[config.mk]
export PLATFORM = sky130hd
export DESIGN_NAME = cxo_top
export DESIGN_NICKNAME = d
export VERILOG_FILES = /design/src/hdl/cxo_pkg.sv /design/src/hdl/cxo_seq_if.sv /design/src/hdl/cxo_point_gen.sv /design/src/hdl/cxo_top.sv
export SDC_FILE = /design/constraint.sdc
export NUM_CORES = 1
export LEC_CHECK = 0
export ABC_AREA = 1
export BUFFER_PORTS_ARGS = -buffer_cell sky130_fd_sc_hd__buf_2
export CAP_MARGIN = 20
export CORE_MARGIN = 8
export CORE_UTILIZATION = 41
export DETAILED_ROUTE_END_ITERATION = 12
export SLEW_MARGIN = 20
export SYNTH_ARGS = -nofsm -noshare
export SYNTH_HDL_FRONTEND = slang
export SYNTH_SLANG_ARGS = --single-unit
[constraint.sdc]
create_clock -name clk -period 4.9 [get_ports clk]
set_clock_uncertainty 0.15 [all_clocks]
set_input_delay 0.98 -clock clk [delete_from_list [all_inputs] [get_ports clk]]
set_output_delay 0.98 -clock clk [all_outputs]
set_load 0.02 [all_outputs]
[src/hdl/cxo_pkg.sv]
// package for the coexistence output block: register map, fields, resets,
// timing counts and shared types.
// assumes a 100 MHz clock and a 32-bit APB register bus.
`default_nettype none
package cxo_pkg;
  // timing
  localparam int unsigned CLK_PERIOD_NS = 10;
  localparam int unsigned EXT_UNIT_NS   = 1000;
  // one extension unit is a least time, so it rounds up
  localparam int unsigned EXT_UNIT_CYC  =
    (EXT_UNIT_NS + CLK_PERIOD_NS - 1) / CLK_PERIOD_NS;

  // register byte offsets
  localparam logic [7:0] OFS_REQ_POINTS  = 8'h00;
  localparam logic [7:0] OFS_DIR_POINTS  = 8'h04;
  localparam logic [7:0] OFS_PRIO_POINTS = 8'h08;
  localparam logic [7:0] OFS_SEQ_CTRL    = 8'h0C;
  localparam logic [7:0] OFS_COEX_CONTROL_REG   = 8'h10;
  localparam logic [7:0] OFS_MODE_CTRL   = 8'h14;
  localparam logic [7:0] OFS_STATUS      = 8'h18;
  localparam logic [7:0] OFS_IRQ_ENABLE  = 8'h1C;
  localparam logic [7:0] OFS_EXT_LEFT    = 8'h20;

  // sequence control fields
  localparam int SC_REQ_OVRD_EN  = 0;
  localparam int SC_REQ_OVRD_VAL = 1;
  localparam int SC_DIR_OVRD_EN  = 2;
  localparam int SC_DIR_OVRD_VAL = 3;
  localparam int SC_PRI_OVRD_EN  = 4;
  localparam int SC_PRI_OVRD_VAL = 5;
  localparam int SC_EXT_LSB      = 8;
  // coex control fields
  localparam int CC_SOURCE_SEL   = 0;
  // mode control fields
  localparam int MC_SRC_LSB      = 0;
  localparam int MC_WKUP_LSB     = 8;
  localparam int MC_IDLE_DIS     = 16;
  localparam int MC_FORCE        = 17;
  // status fields
  localparam int ST_FLAG         = 0;
  localparam int ST_PIN          = 1;
  localparam int ST_EXT          = 2;
  localparam int ST_AWAKE        = 3;
  // irq enable fields
  localparam int IE_REQ          = 0;

  // reset values
  localparam logic [31:0] RST_POINTS    = 32'h0000_0000;
  localparam logic [7:0]  RST_EXT_LEN   = 8'h00;
  localparam logic [5:0]  RST_WKUP_DLY  = 6'h00;

  typedef enum logic [1:0] {
    SRC_CTRL  = 2'b00,
    SRC_MUX   = 2'b01,
    SRC_LECLK = 2'b10,
    SRC_NONE  = 2'b11
  } cxo_src_type;

  typedef enum logic [1:0] {
    WK_SLEEP = 2'b00,
    WK_COUNT = 2'b01,
    WK_AWAKE = 2'b11
  } cxo_wake_type;

  // packed so that a register word maps straight onto it
  typedef struct packed {
    logic [7:0] tx_lo;
    logic [7:0] tx_hi;
    logic [7:0] rx_lo;
    logic [7:0] rx_hi;
  } cxo_points_type;
endpackage
`default_nettype wire

[src/hdl/cxo_seq_if.sv]
// interface carrying the sequence manager timing to the point generators.
// assumes the source drives all signals in the clk domain.
`default_nettype none
interface cxo_seq_if;
  logic [7:0] step;
  logic       rx_act;
  logic       tx_act;
  modport src  (output step, output rx_act, output tx_act);
  modport sink (input step, input rx_act, input tx_act);
endinterface
`default_nettype wire

[src/hdl/cxo_point_gen.sv]
// one sequence-timed coexistence output with software override.
// assumes step, rx_act and tx_act come from the sequence manager in clk.
`default_nettype none
module cxo_point_gen (
  input  wire logic                    clk,
  input  wire logic                    srst,
  input  wire logic                    ce,
  cxo_seq_if.sink                      seq,
  input  wire cxo_pkg::cxo_points_type pts,
  input  wire logic                    ovrd_en,
  input  wire logic                    ovrd_val,
  input  wire logic                    hold_in,
  output logic                         out
);
  typedef struct packed {
    logic timed;
    logic out;
  } cxo_pg_state_type;

  cxo_pg_state_type st_r;
  cxo_pg_state_type st_nxt;

  function automatic logic pt_hit(input logic [7:0] step,
                                  input logic [7:0] pt);
    return step == pt;
  endfunction

  always_comb begin
    st_nxt = st_r;
    // assert wins when both points are programmed to the same step
    if (seq.rx_act) begin
      if (pt_hit(seq.step, pts.rx_hi)) begin
        st_nxt.timed = 1'b1;
      end else if (pt_hit(seq.step, pts.rx_lo)) begin
        st_nxt.timed = 1'b0;
      end
    end else if (seq.tx_act) begin
      if (pt_hit(seq.step, pts.tx_hi)) begin
        st_nxt.timed = 1'b1;
      end else if (pt_hit(seq.step, pts.tx_lo)) begin
        st_nxt.timed = 1'b0;
      end
    end else begin
      st_nxt.timed = 1'b0;
    end
    // override replaces the timed value and any hold
    st_nxt.out = ovrd_en ? ovrd_val : (st_nxt.timed | hold_in);
  end

  always_ff @(posedge clk) begin
    if (srst) begin
      st_r <= '0;
    end else if (ce) begin
      st_r <= st_nxt;
    end
  end

  assign out = st_r.out;
endmodule
`default_nettype wire

[src/hdl/cxo_top.sv]
// coexistence output control: request, direction and priority to an
// external 2.4 GHz arbiter, with APB registers and one interrupt.
// assumes all inputs are synchronous to clk and ref_clk_32k is a slow
// level sampled in clk.
//
// Overview of operation
// - request timed by rx and tx points
// - request override replaces timed request value
// - extension holds request after sequence ends
// - one bit picks sequencer or link outputs
// - source field picks controller, mux, clock request
// - wake-up request after programmed 32 kHz ticks
// - idle-disable picks busy tracking or low-power
// - force bit holds controller request asserted
// - sticky flag on request rise, write-one clear
// - interrupt on request rise when enabled
// - direction timed by rx and tx points
// - direction override replaces timed value
// - sequencer priority upper bit reads zero
// - priority timed by rx and tx points
// - priority override forces a fixed level
// - idle-disable: request follows sequencer busy
// - extension starts at warm-down, zero ends it
`default_nettype none
module cxo_top #(
  parameter int ADDR_W = 8
) (
  input  wire logic              clk,
  input  wire logic              srst,
  input  wire logic              ce,
  input  wire logic              psel,
  input  wire logic              penable,
  input  wire logic              pwrite,
  input  wire logic [ADDR_W-1:0] paddr,
  input  wire logic [31:0]       pwdata,
  output logic      [31:0]       prdata,
  output logic                   pready,
  output logic                   pslverr,
  input  wire logic [7:0]        seq_step,
  input  wire logic              seq_rx_active,
  input  wire logic              seq_tx_active,
  input  wire logic              seq_busy,
  input  wire logic              seq_warmdown_first,
  input  wire logic              ll_request,
  input  wire logic              ll_direction,
  input  wire logic [1:0]        ll_priority,
  input  wire logic              low_energy_clock_request,
  input  wire logic              xo_enable,
  input  wire logic              ref_clk_32k,
  input  wire logic              lp_sleep_request,
  output logic                   coex_request_out,
  output logic                   coex_direction_out,
  output logic      [1:0]        coex_priority_out,
  output logic                   irq
);
  localparam int PRE_W = $clog2(cxo_pkg::EXT_UNIT_CYC);
  localparam logic [PRE_W-1:0] PRE_LAST =
    PRE_W'(cxo_pkg::EXT_UNIT_CYC - 1);

  typedef struct packed {
    cxo_pkg::cxo_points_type req_pts;
    cxo_pkg::cxo_points_type dir_pts;
    cxo_pkg::cxo_points_type prio_pts;
    logic                    req_oen;
    logic                    req_oval;
    logic                    dir_oen;
    logic                    dir_oval;
    logic                    pri_oen;
    logic                    pri_oval;
    logic [7:0]              ext_len;
    logic                    coex_source_select;
    cxo_pkg::cxo_src_type    pin_src;
    logic [5:0]              wkup_dly;
    logic                    idle_dis;
    logic                    force_on;
    logic                    irq_en;
    logic                    flag;
    cxo_pkg::cxo_wake_type   wake;
    logic [5:0]              wk_cnt;
    logic                    ref_d;
    logic                    xo_d;
    logic                    ext_act;
    logic [7:0]              ext_left;
    logic [PRE_W-1:0]        ext_pre;
    logic                    pready;
    logic                    pslverr;
    logic [31:0]             prdata;
    logic                    req_pin;
    logic                    dir_pin;
    logic [1:0]              prio_pin;
    logic                    irq;
  } cxo_state_type;

  cxo_state_type st_r;
  cxo_state_type st_nxt;

  logic g_req;
  logic g_dir;
  logic g_prio;

  cxo_seq_if seq_bus ();

  assign seq_bus.step   = seq_step;
  assign seq_bus.rx_act = seq_rx_active;
  assign seq_bus.tx_act = seq_tx_active;

  // request generator: extension is ORed ahead of the override
  cxo_point_gen u_req (
    .clk      (clk),
    .srst     (srst),
    .ce       (ce),
    .seq      (seq_bus),
    .pts      (st_r.req_pts),
    .ovrd_en  (st_r.req_oen),
    .ovrd_val (st_r.req_oval),
    .hold_in  (st_r.ext_act),
    .out      (g_req)
  );

  cxo_point_gen u_dir (
    .clk      (clk),
    .srst     (srst),
    .ce       (ce),
    .seq      (seq_bus),
    .pts      (st_r.dir_pts),
    .ovrd_en  (st_r.dir_oen),
    .ovrd_val (st_r.dir_oval),
    .hold_in  (1'b0),
    .out      (g_dir)
  );

  cxo_point_gen u_prio (
    .clk      (clk),
    .srst     (srst),
    .ce       (ce),
    .seq      (seq_bus),
    .pts      (st_r.prio_pts),
    .ovrd_en  (st_r.pri_oen),
    .ovrd_val (st_r.pri_oval),
    .hold_in  (1'b0),
    .out      (g_prio)
  );

  function automatic logic addr_ok(input logic [ADDR_W-1:0] a);
    logic [7:0] o;
    o = a[7:0];
    return (a[1:0] == 2'b00) &&
           ((o == cxo_pkg::OFS_REQ_POINTS) ||
            (o == cxo_pkg::OFS_DIR_POINTS) ||
            (o == cxo_pkg::OFS_PRIO_POINTS) ||
            (o == cxo_pkg::OFS_SEQ_CTRL) ||
            (o == cxo_pkg::OFS_COEX_CONTROL_REG) ||
            (o == cxo_pkg::OFS_MODE_CTRL) ||
            (o == cxo_pkg::OFS_STATUS) ||
            (o == cxo_pkg::OFS_IRQ_ENABLE) ||
            (o == cxo_pkg::OFS_EXT_LEFT));
  endfunction

  always_comb begin
    logic        wr_go;
    logic        w1c_flag;
    logic        ctrl_req;
    logic        mux_req;
    logic        mux_dir;
    logic [1:0]  mux_prio;
    logic [31:0] rd;
    logic [7:0]  off;
    wr_go    = 1'b0;
    w1c_flag = 1'b0;
    ctrl_req = 1'b0;
    mux_req  = 1'b0;
    mux_dir  = 1'b0;
    mux_prio = 2'b00;
    rd       = 32'h0000_0000;
    off      = paddr[7:0];
    st_nxt   = st_r;

    // apb: one wait state, write lands at the edge that sees pready
    st_nxt.pready = 1'b0;
    if (psel && penable && !st_r.pready) begin
      st_nxt.pready  = 1'b1;
      st_nxt.pslverr = !addr_ok(paddr);
      unique case (off)
        cxo_pkg::OFS_REQ_POINTS:  rd = st_r.req_pts;
        cxo_pkg::OFS_DIR_POINTS:  rd = st_r.dir_pts;
        cxo_pkg::OFS_PRIO_POINTS: rd = st_r.prio_pts;
        cxo_pkg::OFS_SEQ_CTRL: begin
          rd[cxo_pkg::SC_REQ_OVRD_EN]  = st_r.req_oen;
          rd[cxo_pkg::SC_REQ_OVRD_VAL] = st_r.req_oval;
          rd[cxo_pkg::SC_DIR_OVRD_EN]  = st_r.dir_oen;
          rd[cxo_pkg::SC_DIR_OVRD_VAL] = st_r.dir_oval;
          rd[cxo_pkg::SC_PRI_OVRD_EN]  = st_r.pri_oen;
          rd[cxo_pkg::SC_PRI_OVRD_VAL] = st_r.pri_oval;
          rd[cxo_pkg::SC_EXT_LSB +: 8] = st_r.ext_len;
        end
        cxo_pkg::OFS_COEX_CONTROL_REG: rd[cxo_pkg::CC_SOURCE_SEL] = st_r.coex_source_select;
        cxo_pkg::OFS_MODE_CTRL: begin
          rd[cxo_pkg::MC_SRC_LSB +: 2]  = st_r.pin_src;
          rd[cxo_pkg::MC_WKUP_LSB +: 6] = st_r.wkup_dly;
          rd[cxo_pkg::MC_IDLE_DIS]      = st_r.idle_dis;
          rd[cxo_pkg::MC_FORCE]         = st_r.force_on;
        end
        cxo_pkg::OFS_STATUS: begin
          rd[cxo_pkg::ST_FLAG]  = st_r.flag;
          rd[cxo_pkg::ST_PIN]   = st_r.req_pin;
          rd[cxo_pkg::ST_EXT]   = st_r.ext_act;
          rd[cxo_pkg::ST_AWAKE] = (st_r.wake == cxo_pkg::WK_AWAKE);
        end
        cxo_pkg::OFS_IRQ_ENABLE: rd[cxo_pkg::IE_REQ] = st_r.irq_en;
        cxo_pkg::OFS_EXT_LEFT:   rd[7:0] = st_r.ext_left;
        default:                 rd = 32'h0000_0000;
      endcase
      st_nxt.prdata = addr_ok(paddr) ? rd : 32'h0000_0000;
    end
    wr_go = psel && penable && st_r.pready && pwrite && addr_ok(paddr);

    if (wr_go) begin
      unique case (off)
        cxo_pkg::OFS_REQ_POINTS:  st_nxt.req_pts  = pwdata;
        cxo_pkg::OFS_DIR_POINTS:  st_nxt.dir_pts  = pwdata;
        cxo_pkg::OFS_PRIO_POINTS: st_nxt.prio_pts = pwdata;
        cxo_pkg::OFS_SEQ_CTRL: begin
          st_nxt.req_oen  = pwdata[cxo_pkg::SC_REQ_OVRD_EN];
          st_nxt.req_oval = pwdata[cxo_pkg::SC_REQ_OVRD_VAL];
          st_nxt.dir_oen  = pwdata[cxo_pkg::SC_DIR_OVRD_EN];
          st_nxt.dir_oval = pwdata[cxo_pkg::SC_DIR_OVRD_VAL];
          st_nxt.pri_oen  = pwdata[cxo_pkg::SC_PRI_OVRD_EN];
          st_nxt.pri_oval = pwdata[cxo_pkg::SC_PRI_OVRD_VAL];
          st_nxt.ext_len  = pwdata[cxo_pkg::SC_EXT_LSB +: 8];
        end
        cxo_pkg::OFS_COEX_CONTROL_REG: begin
          st_nxt.coex_source_select = pwdata[cxo_pkg::CC_SOURCE_SEL];
        end
        cxo_pkg::OFS_MODE_CTRL: begin
          st_nxt.pin_src  =
            cxo_pkg::cxo_src_type'(pwdata[cxo_pkg::MC_SRC_LSB +: 2]);
          st_nxt.wkup_dly = pwdata[cxo_pkg::MC_WKUP_LSB +: 6];
          st_nxt.idle_dis = pwdata[cxo_pkg::MC_IDLE_DIS];
          st_nxt.force_on = pwdata[cxo_pkg::MC_FORCE];
        end
        cxo_pkg::OFS_STATUS:     w1c_flag = pwdata[cxo_pkg::ST_FLAG];
        cxo_pkg::OFS_IRQ_ENABLE: st_nxt.irq_en = pwdata[cxo_pkg::IE_REQ];
        default: begin
        end
      endcase
    end

    // extension counts whole microseconds from the first warm-down step
    if (st_nxt.ext_len == 8'h00) begin
      st_nxt.ext_act  = 1'b0;
      st_nxt.ext_left = 8'h00;
    end else if (seq_warmdown_first) begin
      st_nxt.ext_act  = 1'b1;
      st_nxt.ext_left = st_nxt.ext_len;
      st_nxt.ext_pre  = '0;
    end else if (st_r.ext_act) begin
      if (st_r.ext_pre == PRE_LAST) begin
        st_nxt.ext_pre  = '0;
        st_nxt.ext_left = st_r.ext_left - 8'h01;
        if (st_r.ext_left == 8'h01) begin
          st_nxt.ext_act = 1'b0;
        end
      end else begin
        st_nxt.ext_pre = st_r.ext_pre + PRE_W'(1);
      end
    end

    // wake-up delay counted in rising edges of the 32 kHz reference
    st_nxt.ref_d = ref_clk_32k;
    st_nxt.xo_d  = xo_enable;
    if (lp_sleep_request || !xo_enable) begin
      st_nxt.wake = cxo_pkg::WK_SLEEP;
    end else begin
      unique case (st_r.wake)
        cxo_pkg::WK_SLEEP: begin
          if (!st_r.xo_d) begin
            st_nxt.wake   = cxo_pkg::WK_COUNT;
            st_nxt.wk_cnt = 6'h00;
          end
        end
        cxo_pkg::WK_COUNT: begin
          if (st_r.wk_cnt >= st_r.wkup_dly) begin
            st_nxt.wake = cxo_pkg::WK_AWAKE;
          end else if (ref_clk_32k && !st_r.ref_d) begin
            st_nxt.wk_cnt = st_r.wk_cnt + 6'h01;
          end
        end
        cxo_pkg::WK_AWAKE: st_nxt.wake = cxo_pkg::WK_AWAKE;
        default:           st_nxt.wake = cxo_pkg::WK_SLEEP;
      endcase
    end

    // controller request
    if (st_r.idle_dis) begin
      ctrl_req = seq_busy;
    end else begin
      ctrl_req = (st_r.wake == cxo_pkg::WK_AWAKE);
    end
    ctrl_req = ctrl_req | st_r.force_on;

    // direction and priority switch source together; request takes mux_req only when pin_src is SRC_MUX
    if (st_r.coex_source_select) begin
      mux_req  = ll_request;
      mux_dir  = ll_direction;
      mux_prio = ll_priority;
    end else begin
      mux_req  = g_req;
      mux_dir  = g_dir;
      mux_prio = {1'b0, g_prio};
    end

    unique case (st_r.pin_src)
      cxo_pkg::SRC_CTRL:  st_nxt.req_pin = ctrl_req;
      cxo_pkg::SRC_MUX:   st_nxt.req_pin = mux_req;
      cxo_pkg::SRC_LECLK: st_nxt.req_pin = low_energy_clock_request;
      cxo_pkg::SRC_NONE:  st_nxt.req_pin = 1'b0;
    endcase
    st_nxt.dir_pin  = mux_dir;
    st_nxt.prio_pin = mux_prio;

    // a rise in the same cycle as the clear keeps the flag set
    st_nxt.flag = (st_r.flag & ~w1c_flag) |
                  (st_nxt.req_pin & ~st_r.req_pin);
    st_nxt.irq  = st_nxt.flag & st_nxt.irq_en;
  end

  always_ff @(posedge clk) begin
    if (srst) begin
      st_r          <= '0;
      st_r.req_pts  <= cxo_pkg::RST_POINTS;
      st_r.dir_pts  <= cxo_pkg::RST_POINTS;
      st_r.prio_pts <= cxo_pkg::RST_POINTS;
      st_r.ext_len  <= cxo_pkg::RST_EXT_LEN;
      st_r.wkup_dly <= cxo_pkg::RST_WKUP_DLY;
      st_r.pin_src  <= cxo_pkg::SRC_CTRL;
      st_r.wake     <= cxo_pkg::WK_SLEEP;
    end else if (ce) begin
      st_r <= st_nxt;
    end
  end

  assign prdata             = st_r.prdata;
  assign pready             = st_r.pready;
  assign pslverr            = st_r.pslverr;
  assign coex_request_out   = st_r.req_pin;
  assign coex_direction_out = st_r.dir_pin;
  assign coex_priority_out  = st_r.prio_pin;
  assign irq                = st_r.irq;
endmodule
`default_nettype wire

==> results.md <==
- Achievable frequency: roughly 280 MHz
- Slowest stage cell, crit path: sky130_fd_sc_hd__nand3_1
- Post-synthesis sequential element count: around 190
- Classification of the worst setup path: input pin to flip-flop
- Maxcap violations: 0
- Max Root-Sink Buffers: 2
- Pin count of the biggest net entering global routing: 108
- Power consumption: 3.309 mW
- Total standard cell area after synthesis: around 10000 um2
- Area fraction in compound gates after synthesis: approximately 23%
- Vias per cell: 5.491
- Floorplan row count: 57
- Power density relative to cell area: slightly below 300 nW/um2
- RSZ-0062 raised after global routing: no
- Reg clk slew, reported paths: 70 ps
- Depth of the CTS H-tree: 4
- Die ar.: between 30000 and 40000 um2
- Met3 Resource Use GR: under 10%
- Overflow left after global routing: 0
- Clk sinks: around 190
- Critical path's largest stage delay: 470 ps
- Dominant combinational cell family by area after synthesis: compound AO/OA/AOI/OAI gates
- Final Hold Vio Count: 0
- Final critical-path share of the clock period: between 70 and 80%
- Synth Area in Simple Gates: 21.84%
- Aggregate routed wire length: 34170 um
- Number of remaining DRC errors: 0
- Most common cell after layout, fill and taps aside: sky130_fd_sc_hd__nand2_1
- CTS tree: done
- Die Y: about 170 um
- CP cell instances: buf_2, inv_1, nand2_1, nor2_1, nand2_1, nand2_1, nor2_1, nand2_2, nand2_2, nor2_4, buf_4, nand3_1, o21ai_0, a21oi_1
- Most common cell type on the critical path: sky130_fd_sc_hd__nand2_1
- GRT Max-Usage Layer: met2
- Cell count after synthesis: around 1500
- Met2 track demand over resource in global routing: 35.74%
- I/O pin total: approximately 110
- Number of synthesis warnings: 0
- Mean instance size in the synthesized netlist: a little under 7 um2
- Worst endpoint data arrival time: 3730 ps
- Starting density of the core: 41.80%
- TritonCTS Buffers: 17
- Total Negative Setup Slacks: 0 ps
- Post-synthesis xor/xnor area fraction: between 3 and 4%
- Worst-skew pair later-pin latency: ~440 ps
- Post-layout net count: approximately 1600
- Clk network pwr share: between 40% and 50%
- Resize count post-CTS: 0
- Element type at the critical path start: input pin
- Antenna viol nets, final: 0
- Worst slew margin: around 28%
- Post-Synth Adder-Cell Area: 1.227%
- Post-CTS Repair Setup Buffers: 0
- Routed length per placed instance: ~18 um
- Cell total after placement: 1816
- Gp weighted congestion: 0.9025
- Post-synthesis mux area share: 0%
- Proportion of layout cells with a drive suffix above 1: between 10% and 20%
- Die extent in x: 173.7 um
- Clock root buffer: sky130_fd_sc_hd__clkbuf_16
- Switch Pwr: between 0.8 and 0.9 mW
- Number of diodes: 0
- Leakage component of the power: 4.321 nW
- Critical path capture point type: flip-flop
- Run status: finished clean
- Vias after detailed routing: 10150
- Wire length of the first global-routing pass: approximately 53000 um
- P_int: around 2.4 mW
- Global router's overall resource usage: approximately 22%
- Worst-margin pin slew: between 1000 and 1500 ps
- Antenna violations before repair: 1
- Number of max-slew violations in the final report: 0
- Max IR drop VDD: 0.0001766 V
- Most frequent cells in the layout: sky130_fd_sc_hd__nand2_1, sky130_fd_sc_hd__a21oi_1, sky130_fd_sc_hd__dfxtp_1
- Number of global-route vias before repair: ~9500
- CP Max Fanout: 20
- Met1 Usage GRT: between 20 and 30%
- Half-perimeter wire length after detailed placement: around 24000 um
- Worst Hold Class: flip-flop to flip-flop
- Switch share: between 20% and 30%
- Cell Count, Final, Fillers Out: 1848
- TritonRoute pass-1 iters: 5
- Total of endpoints with negative setup slack in the final report: 0
- Post-Synthesis Net Count: 1561
- Number of buffers added to fix hold violations after cts: 0
- Area Overhead vs Synth: 10.60%
- Minimum period implied by the final worst setup slack: about 3600 ps
- Core area: roughly 24000 um2
- Part of the power in combinational logic: roughly 9.0%
- Drt initial violations: ~1000
- CP required: just over 5000 ps
- Count of input and output buffers: roughly 100
- Netlist cell types: 40
- Sequential element share of the synthesized area: about two fifths
- Fraction of power consumed by sequential logic: about half
==> cells in the mapped netlist <==
cell / count / area (um2)
sky130_fd_sc_hd__o211ai_1: 6 / 45.04
sky130_fd_sc_hd__o21ai_0: 152 / 760.7
sky130_fd_sc_hd__nand2_4: 3 / 33.78
sky130_fd_sc_hd__nor2_1: 56 / 210.2
sky130_fd_sc_hd__inv_1: 175 / 656.9
sky130_fd_sc_hd__a21oi_1: 196 / 980.9
sky130_fd_sc_hd__nor2_2: 5 / 31.28
sky130_fd_sc_hd__a31o_2: 1 / 8.760
sky130_fd_sc_hd__a2111oi_0: 1 / 8.760
sky130_fd_sc_hd__clkinv_1: 8 / 30.03
sky130_fd_sc_hd__nand2_2: 9 / 56.30
sky130_fd_sc_hd__o21ai_2: 1 / 8.760
sky130_fd_sc_hd__o221ai_1: 16 / 140.1
sky130_fd_sc_hd__buf_2: 8 / 40.04
sky130_fd_sc_hd__nor2_4: 4 / 45.04
sky130_fd_sc_hd__o31ai_1: 6 / 45.04
sky130_fd_sc_hd__buf_4: 36 / 270.3
sky130_fd_sc_hd__nor4_1: 7 / 43.79
sky130_fd_sc_hd__buf_6: 2 / 22.52
sky130_fd_sc_hd__a31oi_1: 1 / 6.260
sky130_fd_sc_hd__clkbuf_1: 55 / 206.5
sky130_fd_sc_hd__nand4_1: 39 / 244.0
sky130_fd_sc_hd__nor2_8: 1 / 20.02
sky130_fd_sc_hd__nand2_1: 318 / 1194
sky130_fd_sc_hd__xor2_1: 9 / 78.83
sky130_fd_sc_hd__o32ai_1: 3 / 26.28
sky130_fd_sc_hd__inv_2: 7 / 26.28
sky130_fd_sc_hd__dfxtp_1: 194 / 3884
sky130_fd_sc_hd__buf_1: 10 / 37.54
sky130_fd_sc_hd__ha_1: 10 / 125.1
sky130_fd_sc_hd__nand3_2: 1 / 10.01
sky130_fd_sc_hd__a221oi_1: 3 / 26.28
sky130_fd_sc_hd__o2111ai_1: 3 / 26.28
sky130_fd_sc_hd__nor3_1: 8 / 40.04
sky130_fd_sc_hd__o22ai_1: 40 / 250.2
sky130_fd_sc_hd__xnor2_1: 26 / 227.7
sky130_fd_sc_hd__and3_1: 2 / 12.51
sky130_fd_sc_hd__nand3_1: 56 / 280.3
sky130_fd_sc_hd__or2_2: 1 / 6.260
sky130_fd_sc_hd__o21ai_1: 6 / 30.03
==> layout make-up <==
type                       instances  area, um2
inverter                         190      713.2
timing repair buffer             118      650.6
fill                            2579      13110
clock inverter                    12      122.6
clock buffer                      20      466.7
multi-input combinational        990       5035
sequential                       194       3884
tap                              324      405.4
==> kinds of logic after synthesis <==
kind of cell    count (synthesis)
xor+xnor                       35
flops                         194
simple gates                  510
buf+inv                       301
fa+ha+maj                      10
compound gates                435
==> through the flow <==
| step | util, % | area (um2) | hold slack [ps] | setup WS [ps] |
|---|---|---|---|---|
| floorplan | - | 10200 | 288.9 | 2131 |
| global placement | 43.82 | 10690 | 300.4 | 1049 |
| detailed placement | 43.82 | 10690 | 302.5 | 964.7 |
| CTS | 46.23 | 11280 | 313.6 | 1424 |
| global route | 46.23 | 11280 | 329.4 | 1057 |
| finish | 46.23 | 11280 | 313.3 | 1324 |
==> state kept, by name, summed over array words and instances (netlist names) <==
signal	cells
pready	1
u_req.st_r	1
coex_direction_out	1
u_prio.st_r	1
coex_request_out	1
st_r	149
u_prio.out	1
prdata	32
u_req.out	1
u_dir.st_r	1
coex_priority_out	2
u_dir.out	1
irq	1
pslverr	1
==> power groups by stage <==
stage,Clock [mW],Combinational (mW),Sequential (mW)
2_1_floorplan,0,0.179,1.63
3_3_place_gp,0,0.293,1.64
3_5_place_dp,0,0.294,1.64
4_1_cts,1.43,0.295,1.60
5_1_grt,1.49,0.326,1.60
6_report,1.41,0.298,1.60
==> critical path: cells and delay by family <==
kind	cells	cell delay [ps]
AO/OA/AOI/OAI	2	390
buffers and inverters	3	440
AND/OR/NAND/NOR	9	1890
==> routing by layer <==
metal  up-vias  part of all wire (%)  routed length, um
met5         -                 0.035                 12
met4         2                   2.2                758
met3        55                   7.3               2506
met2       380                    46              15730
met1      4747                    44              15160
li1       4964                     -                  -
==> final timing paths <==
| path | start | endpoint | slack [ps] | depth (start not counted) |
|---|---|---|---|---|
| max reg2reg | pready | st_r[68] | 2020 | 8 |
| max | paddr[3] | st_r[68] | 1320 | 14 |
| min reg2reg | prdata[1] | prdata[1] | 310 | 2 |
| min | prdata[1] | prdata[1] | 310 | 2 |
Power figures use the tool's default switching activity.
